File: src/rtl/pcmp_pkg.sv
// Constants, register map and carrier types of the position compare block.
// Assumes a single 100 MHz clock and a classic Wishbone register port.
package pcmp_pkg;

  // ****************************************************************
  // Sizes
  // ****************************************************************
  localparam int NUM_CMP = 8;
  localparam int NUM_OUT = 3;
  localparam int ROUTE_W = 4;

  // ****************************************************************
  // Register map, byte addresses
  // ****************************************************************
  localparam logic [7:0] OFS_CTRL     = 8'h00;
  localparam logic [7:0] OFS_WIDTH    = 8'h04;
  localparam logic [7:0] OFS_COMP     = 8'h08;
  localparam logic [7:0] OFS_ROUTE    = 8'h0C;
  localparam logic [7:0] OFS_STATUS   = 8'h10;
  localparam logic [7:0] OFS_CMP_BASE = 8'h20;
  localparam logic [7:0] OFS_CMP_LAST = 8'h3C;

  localparam int CTRL_INH_BIT = 0;
  localparam int CTRL_DIR_LSB = 1;
  localparam int STAT_PRIMED  = 3;

  // ****************************************************************
  // Reset values
  // ****************************************************************
  localparam logic [31:0] RST_WIDTH = 32'h0000_0064;
  localparam logic [15:0] RST_COMP  = 16'h0000;
  localparam logic [31:0] RST_ROUTE = 32'h0000_0000;
  localparam logic [31:0] RST_CMP   = 32'h0000_0000;

  // ****************************************************************
  // Timing of the lead correction
  // ****************************************************************
  // Update period assumed 2**UPD_SHIFT tenths of a microsecond
  localparam int          UPD_SHIFT         = 10;
  localparam logic [15:0] ENC_LATENCY_TENTHS = 16'h0064;

  // ****************************************************************
  // Codes and carriers
  // ****************************************************************
  typedef enum logic [1:0] {
    DIR_BOTH = 2'b00,
    DIR_POS  = 2'b01,
    DIR_NEG  = 2'b10
  } pcmp_dir_t;

  typedef enum logic [1:0] {
    REL_LT = 2'b00,
    REL_EQ = 2'b01,
    REL_GT = 2'b10
  } pcmp_rel_t;

  typedef struct packed {
    logic      inhibit;
    pcmp_dir_t dir;
  } pcmp_cfg_t;

endpackage : pcmp_pkg

File: src/rtl/pcmp_top.sv
// Position compare pulse output with a classic Wishbone register port.
// Assumes pos_actual and pos_valid come from encoder logic on sys_clk.
`timescale 1ns/1ps
module pcmp_top
  import pcmp_pkg::*;
(
  input  wire logic               sys_clk,
  input  wire logic               arst_n,
  input  wire logic               wb_cyc_i,
  input  wire logic               wb_stb_i,
  input  wire logic               wb_we_i,
  input  wire logic [7:0]         wb_adr_i,
  input  wire logic [3:0]         wb_sel_i,
  input  wire logic [31:0]        wb_dat_i,
  output logic      [31:0]        wb_dat_o,
  output logic                    wb_ack_o,
  input  wire logic               pos_valid,
  input  wire logic signed [31:0] pos_actual,
  output logic [NUM_OUT-1:0]      compare_pulse_output
);

  // ****************************************************************
  // State
  // ****************************************************************
  typedef struct packed {
    logic                      ack;
    logic [31:0]               rdata;
    logic                      inhibit;
    pcmp_dir_t                 dir;
    logic [31:0]               width;
    logic [15:0]               comp;
    logic [31:0]               route;
    logic [NUM_CMP-1:0][31:0]  cmp;
    logic [31:0]               prev_pos;
    logic [31:0]               speed;
    logic [31:0]               pred;
    logic                      pred_valid;
    logic                      primed;
  } pcmp_top_t;

  pcmp_top_t s;
  pcmp_top_t next_s;

  logic                            access;
  logic [7:0]                      word_adr;
  logic                            cmp_hit;
  logic [2:0]                      cmp_idx;
  logic [31:0]                     rd_mux;
  logic signed [16:0]              lead;
  logic signed [48:0]              prod;
  logic signed [48:0]              corr;
  logic [NUM_CMP-1:0]              hit;
  logic [NUM_OUT-1:0][NUM_CMP-1:0] route_map;
  logic [NUM_OUT-1:0]              trig;
  logic [NUM_OUT-1:0]              pulse;
  pcmp_cfg_t                       cfg;

  // ****************************************************************
  // Helpers
  // ****************************************************************
  function automatic logic [31:0] pcmp_merge(
    input logic [31:0] old_v,
    input logic [31:0] new_v,
    input logic [3:0]  sel
  );
    logic [31:0] r;
    r = old_v;
    for (int b = 0; b < 4; b++)
    begin
      if (sel[b])
        r[8*b +: 8] = new_v[8*b +: 8];
    end
    return r;
  endfunction : pcmp_merge

  // ****************************************************************
  // Address decode and read mux
  // ****************************************************************
  assign access   = wb_cyc_i && wb_stb_i && !s.ack;
  assign word_adr = {wb_adr_i[7:2], 2'b00};
  assign cmp_hit  = (word_adr >= OFS_CMP_BASE) && (word_adr <= OFS_CMP_LAST);
  assign cmp_idx  = word_adr[4:2];

  always_comb
  begin
    rd_mux = 32'h0000_0000;
    if (cmp_hit)
      rd_mux = s.cmp[cmp_idx];
    else
    begin
      unique case (word_adr)
        OFS_CTRL:
        begin
          rd_mux[CTRL_INH_BIT] = s.inhibit;
          rd_mux[CTRL_DIR_LSB +: 2] = s.dir;
        end
        OFS_WIDTH:
          rd_mux = s.width;
        OFS_COMP:
          rd_mux = {{16{s.comp[15]}}, s.comp};
        OFS_ROUTE:
          rd_mux = s.route;
        OFS_STATUS:
        begin
          rd_mux[NUM_OUT-1:0] = pulse;
          rd_mux[STAT_PRIMED] = s.primed;
        end
        default:
          rd_mux = 32'h0000_0000;
      endcase
    end
  end

  // ****************************************************************
  // Lead correction
  // ****************************************************************
  // Fixed update period trades a divider for a shift
  always_comb
  begin
    lead = $signed({1'b0, ENC_LATENCY_TENTHS})
         + $signed({s.comp[15], s.comp});
    prod = $signed(s.speed) * lead;
    corr = prod >>> UPD_SHIFT;
  end

  // ****************************************************************
  // Next state
  // ****************************************************************
  always_comb
  begin
    next_s = s;
    next_s.ack = 1'b0;
    next_s.pred_valid = 1'b0;
    if (access)
    begin
      next_s.ack = 1'b1;
      next_s.rdata = rd_mux;
      if (wb_we_i)
      begin
        if (cmp_hit)
          next_s.cmp[cmp_idx] = pcmp_merge(s.cmp[cmp_idx], wb_dat_i,
                                           wb_sel_i);
        else
        begin
          unique case (word_adr)
            OFS_CTRL:
            begin
              if (wb_sel_i[0])
              begin
                next_s.inhibit = wb_dat_i[CTRL_INH_BIT];
                next_s.dir = pcmp_dir_t'(wb_dat_i[CTRL_DIR_LSB +: 2]);
              end
            end
            OFS_WIDTH:
              next_s.width = pcmp_merge(s.width, wb_dat_i, wb_sel_i);
            OFS_COMP:
            begin
              if (wb_sel_i[0])
                next_s.comp[7:0] = wb_dat_i[7:0];
              if (wb_sel_i[1])
                next_s.comp[15:8] = wb_dat_i[15:8];
            end
            OFS_ROUTE:
              next_s.route = pcmp_merge(s.route, wb_dat_i, wb_sel_i);
            default:
              next_s.route = s.route;
          endcase
        end
      end
    end
    if (pos_valid)
    begin
      next_s.prev_pos = pos_actual;
      next_s.primed = 1'b1;
      // First sample after reset has no valid predecessor
      if (s.primed)
        next_s.speed = pos_actual - s.prev_pos;
      else
        next_s.speed = 32'h0000_0000;
      next_s.pred = pos_actual + corr[31:0];
      next_s.pred_valid = 1'b1;
    end
  end

  always_ff @(posedge sys_clk or negedge arst_n)
  begin
    if (!arst_n)
    begin
      s <= '0;
      s.width <= RST_WIDTH;
      s.comp <= RST_COMP;
      s.route <= RST_ROUTE;
      s.cmp <= {NUM_CMP{RST_CMP}};
      s.dir <= DIR_BOTH;
    end
    else
      s <= next_s;
  end

  assign wb_ack_o = s.ack;
  assign wb_dat_o = s.rdata;
  assign compare_pulse_output = pulse;
  assign cfg = '{inhibit: s.inhibit, dir: s.dir};

  // ****************************************************************
  // Per value crossing detection
  // ****************************************************************
  generate
    for (genvar i = 0; i < NUM_CMP; i++)
    begin : g_cmp
      logic [ROUTE_W-1:0] code;
      assign code = s.route[ROUTE_W*i +: ROUTE_W];
      pcmp_cross u_cross (
        .sys_clk    (sys_clk),
        .arst_n     (arst_n),
        .pred_valid (s.pred_valid),
        .pred_pos   ($signed(s.pred)),
        .cmp_value  ($signed(s.cmp[i])),
        .enable     ((code != 4'h0) && (code <= 4'h3)),
        .cfg        (cfg),
        .hit        (hit[i])
      );
      for (genvar k = 0; k < NUM_OUT; k++)
      begin : g_map
        assign route_map[k][i] = (code == 4'(k + 1));
      end
    end
  endgenerate

  // ****************************************************************
  // Per output pulse stretchers
  // ****************************************************************
  generate
    for (genvar k = 0; k < NUM_OUT; k++)
    begin : g_out
      assign trig[k] = |(hit & route_map[k]);
      pcmp_pulse u_pulse (
        .sys_clk   (sys_clk),
        .arst_n    (arst_n),
        .trig      (trig[k]),
        .width     (s.width),
        .pulse_out (pulse[k])
      );
    end
  endgenerate
endmodule : pcmp_top

File: src/rtl/pcmp_cross.sv
// One comparison value: relation tracking and crossing detection.
// Assumes pred_valid is a one-cycle strobe on the same clock.
`timescale 1ns/1ps
module pcmp_cross
  import pcmp_pkg::*;
(
  input  wire logic               sys_clk,
  input  wire logic               arst_n,
  input  wire logic               pred_valid,
  input  wire logic signed [31:0] pred_pos,
  input  wire logic signed [31:0] cmp_value,
  input  wire logic               enable,
  input  wire pcmp_cfg_t          cfg,
  output logic                    hit
);
  typedef struct packed {
    pcmp_rel_t rel;
    logic      primed;
    logic      hit;
  } pcmp_cross_t;

  pcmp_cross_t s;
  pcmp_cross_t next_s;
  pcmp_rel_t   cur;
  logic        dir_ok;

  always_comb
  begin
    next_s = s;
    next_s.hit = 1'b0;
    // Signed relation on each update
    if (pred_pos > cmp_value)
      cur = REL_GT;
    else if (pred_pos < cmp_value)
      cur = REL_LT;
    else
      cur = REL_EQ;
    unique case (cfg.dir)
      DIR_BOTH: dir_ok = 1'b1;
      DIR_POS:  dir_ok = (s.rel == REL_LT);
      DIR_NEG:  dir_ok = (s.rel == REL_GT);
      default:  dir_ok = 1'b1;
    endcase
    if (!enable)
      next_s.primed = 1'b0;
    else if (pred_valid)
    begin
      next_s.rel = cur;
      next_s.primed = 1'b1;
      // Leaving EQ gives nothing: a stop on the value already fired
      next_s.hit = s.primed && (cur != s.rel) && (s.rel != REL_EQ)
                   && dir_ok && !cfg.inhibit;
    end
  end

  always_ff @(posedge sys_clk or negedge arst_n)
  begin
    if (!arst_n)
      s <= '{rel: REL_LT, primed: 1'b0, hit: 1'b0};
    else
      s <= next_s;
  end

  assign hit = s.hit;
endmodule : pcmp_cross

File: src/rtl/pcmp_pulse.sv
// Retriggerable pulse stretcher for one compare output.
// Assumes trig is a one-cycle strobe on the same clock; width in cycles.
`timescale 1ns/1ps
module pcmp_pulse
  import pcmp_pkg::*;
(
  input  wire logic        sys_clk,
  input  wire logic        arst_n,
  input  wire logic        trig,
  input  wire logic [31:0] width,
  output logic             pulse_out
);
  typedef struct packed {
    logic [31:0] cnt;
    logic        out;
    logic [31:0] since;
    logic [31:0] wl;
  } pcmp_pulse_t;

  pcmp_pulse_t s;
  pcmp_pulse_t next_s;

  always_comb
  begin
    next_s = s;
    if (trig)
    begin
      next_s.cnt = width;
      next_s.wl = width;
      next_s.since = 32'h0000_0001;
    end
    else
    begin
      // Running pulse finishes even when new hits are inhibited
      if (s.cnt != 32'h0000_0000)
        next_s.cnt = s.cnt - 32'h0000_0001;
      if (s.since != 32'hFFFF_FFFF)
        next_s.since = s.since + 32'h0000_0001;
    end
    next_s.out = (next_s.cnt != 32'h0000_0000);
  end

  always_ff @(posedge sys_clk or negedge arst_n)
  begin
    if (!arst_n)
      s <= '0;
    else
      s <= next_s;
  end

  assign pulse_out = s.out;
endmodule : pcmp_pulse

File: config.mk
export PLATFORM = sky130hd
export DESIGN_NAME = pcmp_top
export DESIGN_NICKNAME = d
export VERILOG_FILES = /design/src/rtl/pcmp_pkg.sv /design/src/rtl/pcmp_top.sv /design/src/rtl/pcmp_cross.sv /design/src/rtl/pcmp_pulse.sv
export SDC_FILE = /design/constraint.sdc
export NUM_CORES = 2
export LEC_CHECK = 0
export ABC_AREA = 1
export BUFFER_PORTS_ARGS = -buffer_cell sky130_fd_sc_hd__buf_2
export CELL_PAD_IN_SITES_DETAIL_PLACEMENT = 1
export CELL_PAD_IN_SITES_GLOBAL_PLACEMENT = 2
export CORE_MARGIN = 2
export CORE_UTILIZATION = 42
export CTS_CLUSTER_DIAMETER = 60
export CTS_CLUSTER_SIZE = 20
export DETAILED_ROUTE_END_ITERATION = 16
export PLACE_DENSITY = 0.94
export SYNTH_ARGS = -nofsm -noshare
export SYNTH_HDL_FRONTEND = slang
export SYNTH_SLANG_ARGS = --single-unit
File: constraint.sdc
create_clock -name sys_clk -period 15.2 [get_ports sys_clk]
set_clock_uncertainty 0.05 [all_clocks]
set_input_delay 1.52 -clock sys_clk [delete_from_list [all_inputs] [get_ports sys_clk]]
set_output_delay 1.52 -clock sys_clk [all_outputs]
set_load 0.02 [all_outputs]
==> flow_metrics.py <==
metrics = {
    "logic_synthesis": {
        "synthArstFlopShare": 1.00,
        "synthesis.area_sq_um": 54600,
        "ys_seq_elements": 601,
        "synth_nets": 7992,
        "synth_flop_cell": "dfrtp_1",
        "yosysWarnings": 0,
        "yosysSeqAreaShare": 0.275,
        "synth_edf_count": 0,
        "syn-instance-count": 7021,
        "syn_area_per_cell_sq_um": 7.78,
        "synth_cell_types": 64,
    },
    "power": {
        "p_per_area_nw_per_um2": 189,
        "power_leakage_nw": 29.0,
        "ir_worst_vdd_v": 0.000308,
    },
    "sta": {
        "hold_viol_final": 0,
        "max_freq_mhz": 95.7,
        "slew_headroom": 0.111,
        "fin_crit_ns": 10.45,
        "tns_ns": 0,
        "fin_crit_sh": 0.688,
        "grt_setup_unrepaired": "false",
        "maxSlewViolCount": 0,
        "setup_viol": 0,
        "worstMarginPinSlew_ns": 1.31,
    },
    "global_routing": {
        "grt_max_degree": 108,
        "grt_pass1_wl_microns": 317000,
        "grt_pass1_vias": 52900,
        "track_usage": 0.314,
        "gr-total-overflow": 0,
        "antenna_found_initial": 10,
    },
    "clock_network": {
        "cts_buffers": 70,
        "cts_tree": "yes",
        "cts-root-buf": "clkbuf_16",
        "cts_num_sinks": 601,
        "path_clk_slew_ns": 0.08,
        "clk_latency_ns": 0.70,
        "ctsResizeCount": 0,
        "clockBufferDepth": 3,
        "postCtsSetupBuffers": 0,
        "cts_hold_buf": 0,
        "h-tree-depth": 3,
    },
    "floorplanning": {
        "die_area_sq_um": 133000,
        "dieWidth_microns": 365,
        "rows": 132,
        "core_sq_um": 129000,
        "fp.dieH_microns": 365,
        "ios": 118,
        "initial_utilization": 0.422,
    },
    "worst_setup_path": {
        "slowest_stage": "dfrtp_1",
        "worst-path-stages": 43,
        "crit_required_ns": 15.71,
        "cp_top_family": "adder cells",
        "crit_buf_inv": 10,
        "cp_max_fo": 17,
        "crit_path_max_incr_delay_ns": 0.79,
        "end_kind": "flip-flop",
        "worstSetupStartpointType": "flip-flop",
        "crit_start": "s[388]",
        "critPathKind": "reg -> reg",
        "cp.arrival_ns": 10.97,
        "timing.rr.end": "s[24]",
        "cpMostUsedCell": "inv_1",
        "reg2reg_slack_ns": 4.75,
        "r2r-start": "s[388]",
        "r2r_cells": 43,
    },
    "final_layout": {
        "fillers": 16000,
        "nets": 7953,
        "final_cell_mix": "1483 x nand2_1, 1280 x inv_1, 645 x o21ai_0",
        "fin_util": 0.457,
        "layoutNonFillerInstCount": 8780,
        "drive_gt1_frac": 0.0522,
        "mostFrequentLayoutCell": "nand2_1",
        "syn_to_final_growth_pct": 8.22,
    },
    "routing": {
        "vias": 49300,
        "wire_per_inst_microns": 23.4,
        "drt-pass1-iter-count": 5,
        "vias_per_cell": 5.62,
        "drc_errors": 0,
        "dr.first_iter.drc_count": 3844,
        "totalWireLength_microns": 206000,
        "detail-route-antenna-nets": 0,
    },
    "place": {
        "port_buffers": 115,
        "place_hpwl_microns": 159000,
        "place_congestion": 0.952,
        "place_inst": 8652,
    },
    "worst_hold_path": {
        "hold_path.class": "reg -> reg",
        "hold_depth": 2,
    },
    "status": {
        "status": "completed",
    },
    "run": {
        "maxCapViolCount": 0,
    },
}
tightest hold or removal path: stages (launching register included):
cell     delay (ns)
dfrtp_1        0.34
nand2_1        0.05
o21ai_0        0.06
cell families after synthesis:
group                      after synthesis  synth area share
and+or+nand+nor                       2446             0.183
muxes                                    1          0.000183
DFF                                    601             0.275
xor gates and xnor gates               159            0.0255
AOI/OAI and AO/OA                     1349             0.138
adders and majority gates              889             0.267
buffers and inverters                 1576             0.111
cell usage after synthesis (6+ instances only):
| library cell | count | area [sq um] |
|---|---|---|
| nor2_2 | 9 | 56.3 |
| buf_4 | 36 | 270 |
| xor2_1 | 73 | 639 |
| nand3_1 | 212 | 1060 |
| o31ai_1 | 9 | 67.6 |
| a211oi_1 | 20 | 150 |
| buf_1 | 14 | 52.6 |
| nor4_1 | 29 | 181 |
| a221oi_1 | 24 | 210 |
| o21bai_1 | 6 | 45.0 |
| nand4_1 | 81 | 507 |
| ha_1 | 431 | 5390 |
| nor3_1 | 44 | 220 |
| o22ai_1 | 86 | 538 |
| a31oi_1 | 49 | 307 |
| o211ai_1 | 71 | 533 |
| clkbuf_1 | 209 | 785 |
| a22oi_1 | 9 | 67.6 |
| dfrtp_1 | 598 | 15000 |
| xnor2_1 | 86 | 753 |
| nand2_1 | 1488 | 5590 |
| nor2_1 | 533 | 2000 |
| o221ai_1 | 12 | 105 |
| inv_1 | 1280 | 4800 |
| a21oi_1 | 356 | 1780 |
| inv_2 | 10 | 37.5 |
| fa_1 | 458 | 9170 |
| o21ai_0 | 645 | 3230 |
| buf_2 | 16 | 80.1 |
| o21a_1 | 20 | 150 |
| clkinv_1 | 9 | 33.8 |
| and2_1 | 6 | 37.5 |
| o2111ai_1 | 11 | 96.3 |
| or2_2 | 14 | 87.6 |
report_power, final:
group / switching (W) / internal [W]
Sequential: 0.000448 / 0.00181
Combinational: 0.00463 / 0.00245
Clock: 0.000865 / 0.000964
Total: 0.00594 / 0.00522
worst max path at each step:
stage                        to  slack [ns]
after floorplan           s[27]        7.33
after global placement    s[24]        5.12
after detailed placement  s[27]        4.92
after CTS                 s[27]        4.86
after global routing      s[27]        4.19
final                     s[24]        4.75
layer usage:
| layer | share of wire | vias up | GRT usage | wire length [microns] |
|---|---|---|---|---|
| met2 | 0.46 | 1474 | 0.505 | 94100 |
| met5 | 0.00029 | - | 0 | 60 |
| li1 | - | 22300 | - | - |
| met3 | 0.067 | 446 | 0.0591 | 13900 |
| met1 | 0.42 | 25200 | 0.411 | 87200 |
| met4 | 0.052 | 10 | 0.142 | 10700 |
per-stage QoR:
stage	hold WS, ns	area, sq um	total power, W	setup slack [ns]
3_5_place_dp	0.423	56600	0.00929	4.92
3_3_place_gp	0.416	56600	0.00903	5.12
5_1_grt	0.455	59100	0.0122	4.19
6_report	0.436	59100	0.0112	4.75
4_1_cts	0.439	59100	0.0112	4.86
2_1_floorplan	0.403	54600	0.00683	7.33
final cells by class:
class                   count  area [sq um]  share of cell area
repair buffers            165           963              0.0163
well taps                1742          2180              0.0369
clock buffers              78          1840              0.0312
multi-input cells        4844         33600               0.568
clock inverters            49           608              0.0103
inverters                1300          4880              0.0826
diodes                      1          2.50           0.0000423
flip-flops and latches    601         15000               0.255
(Power assumes the default switching activity.)
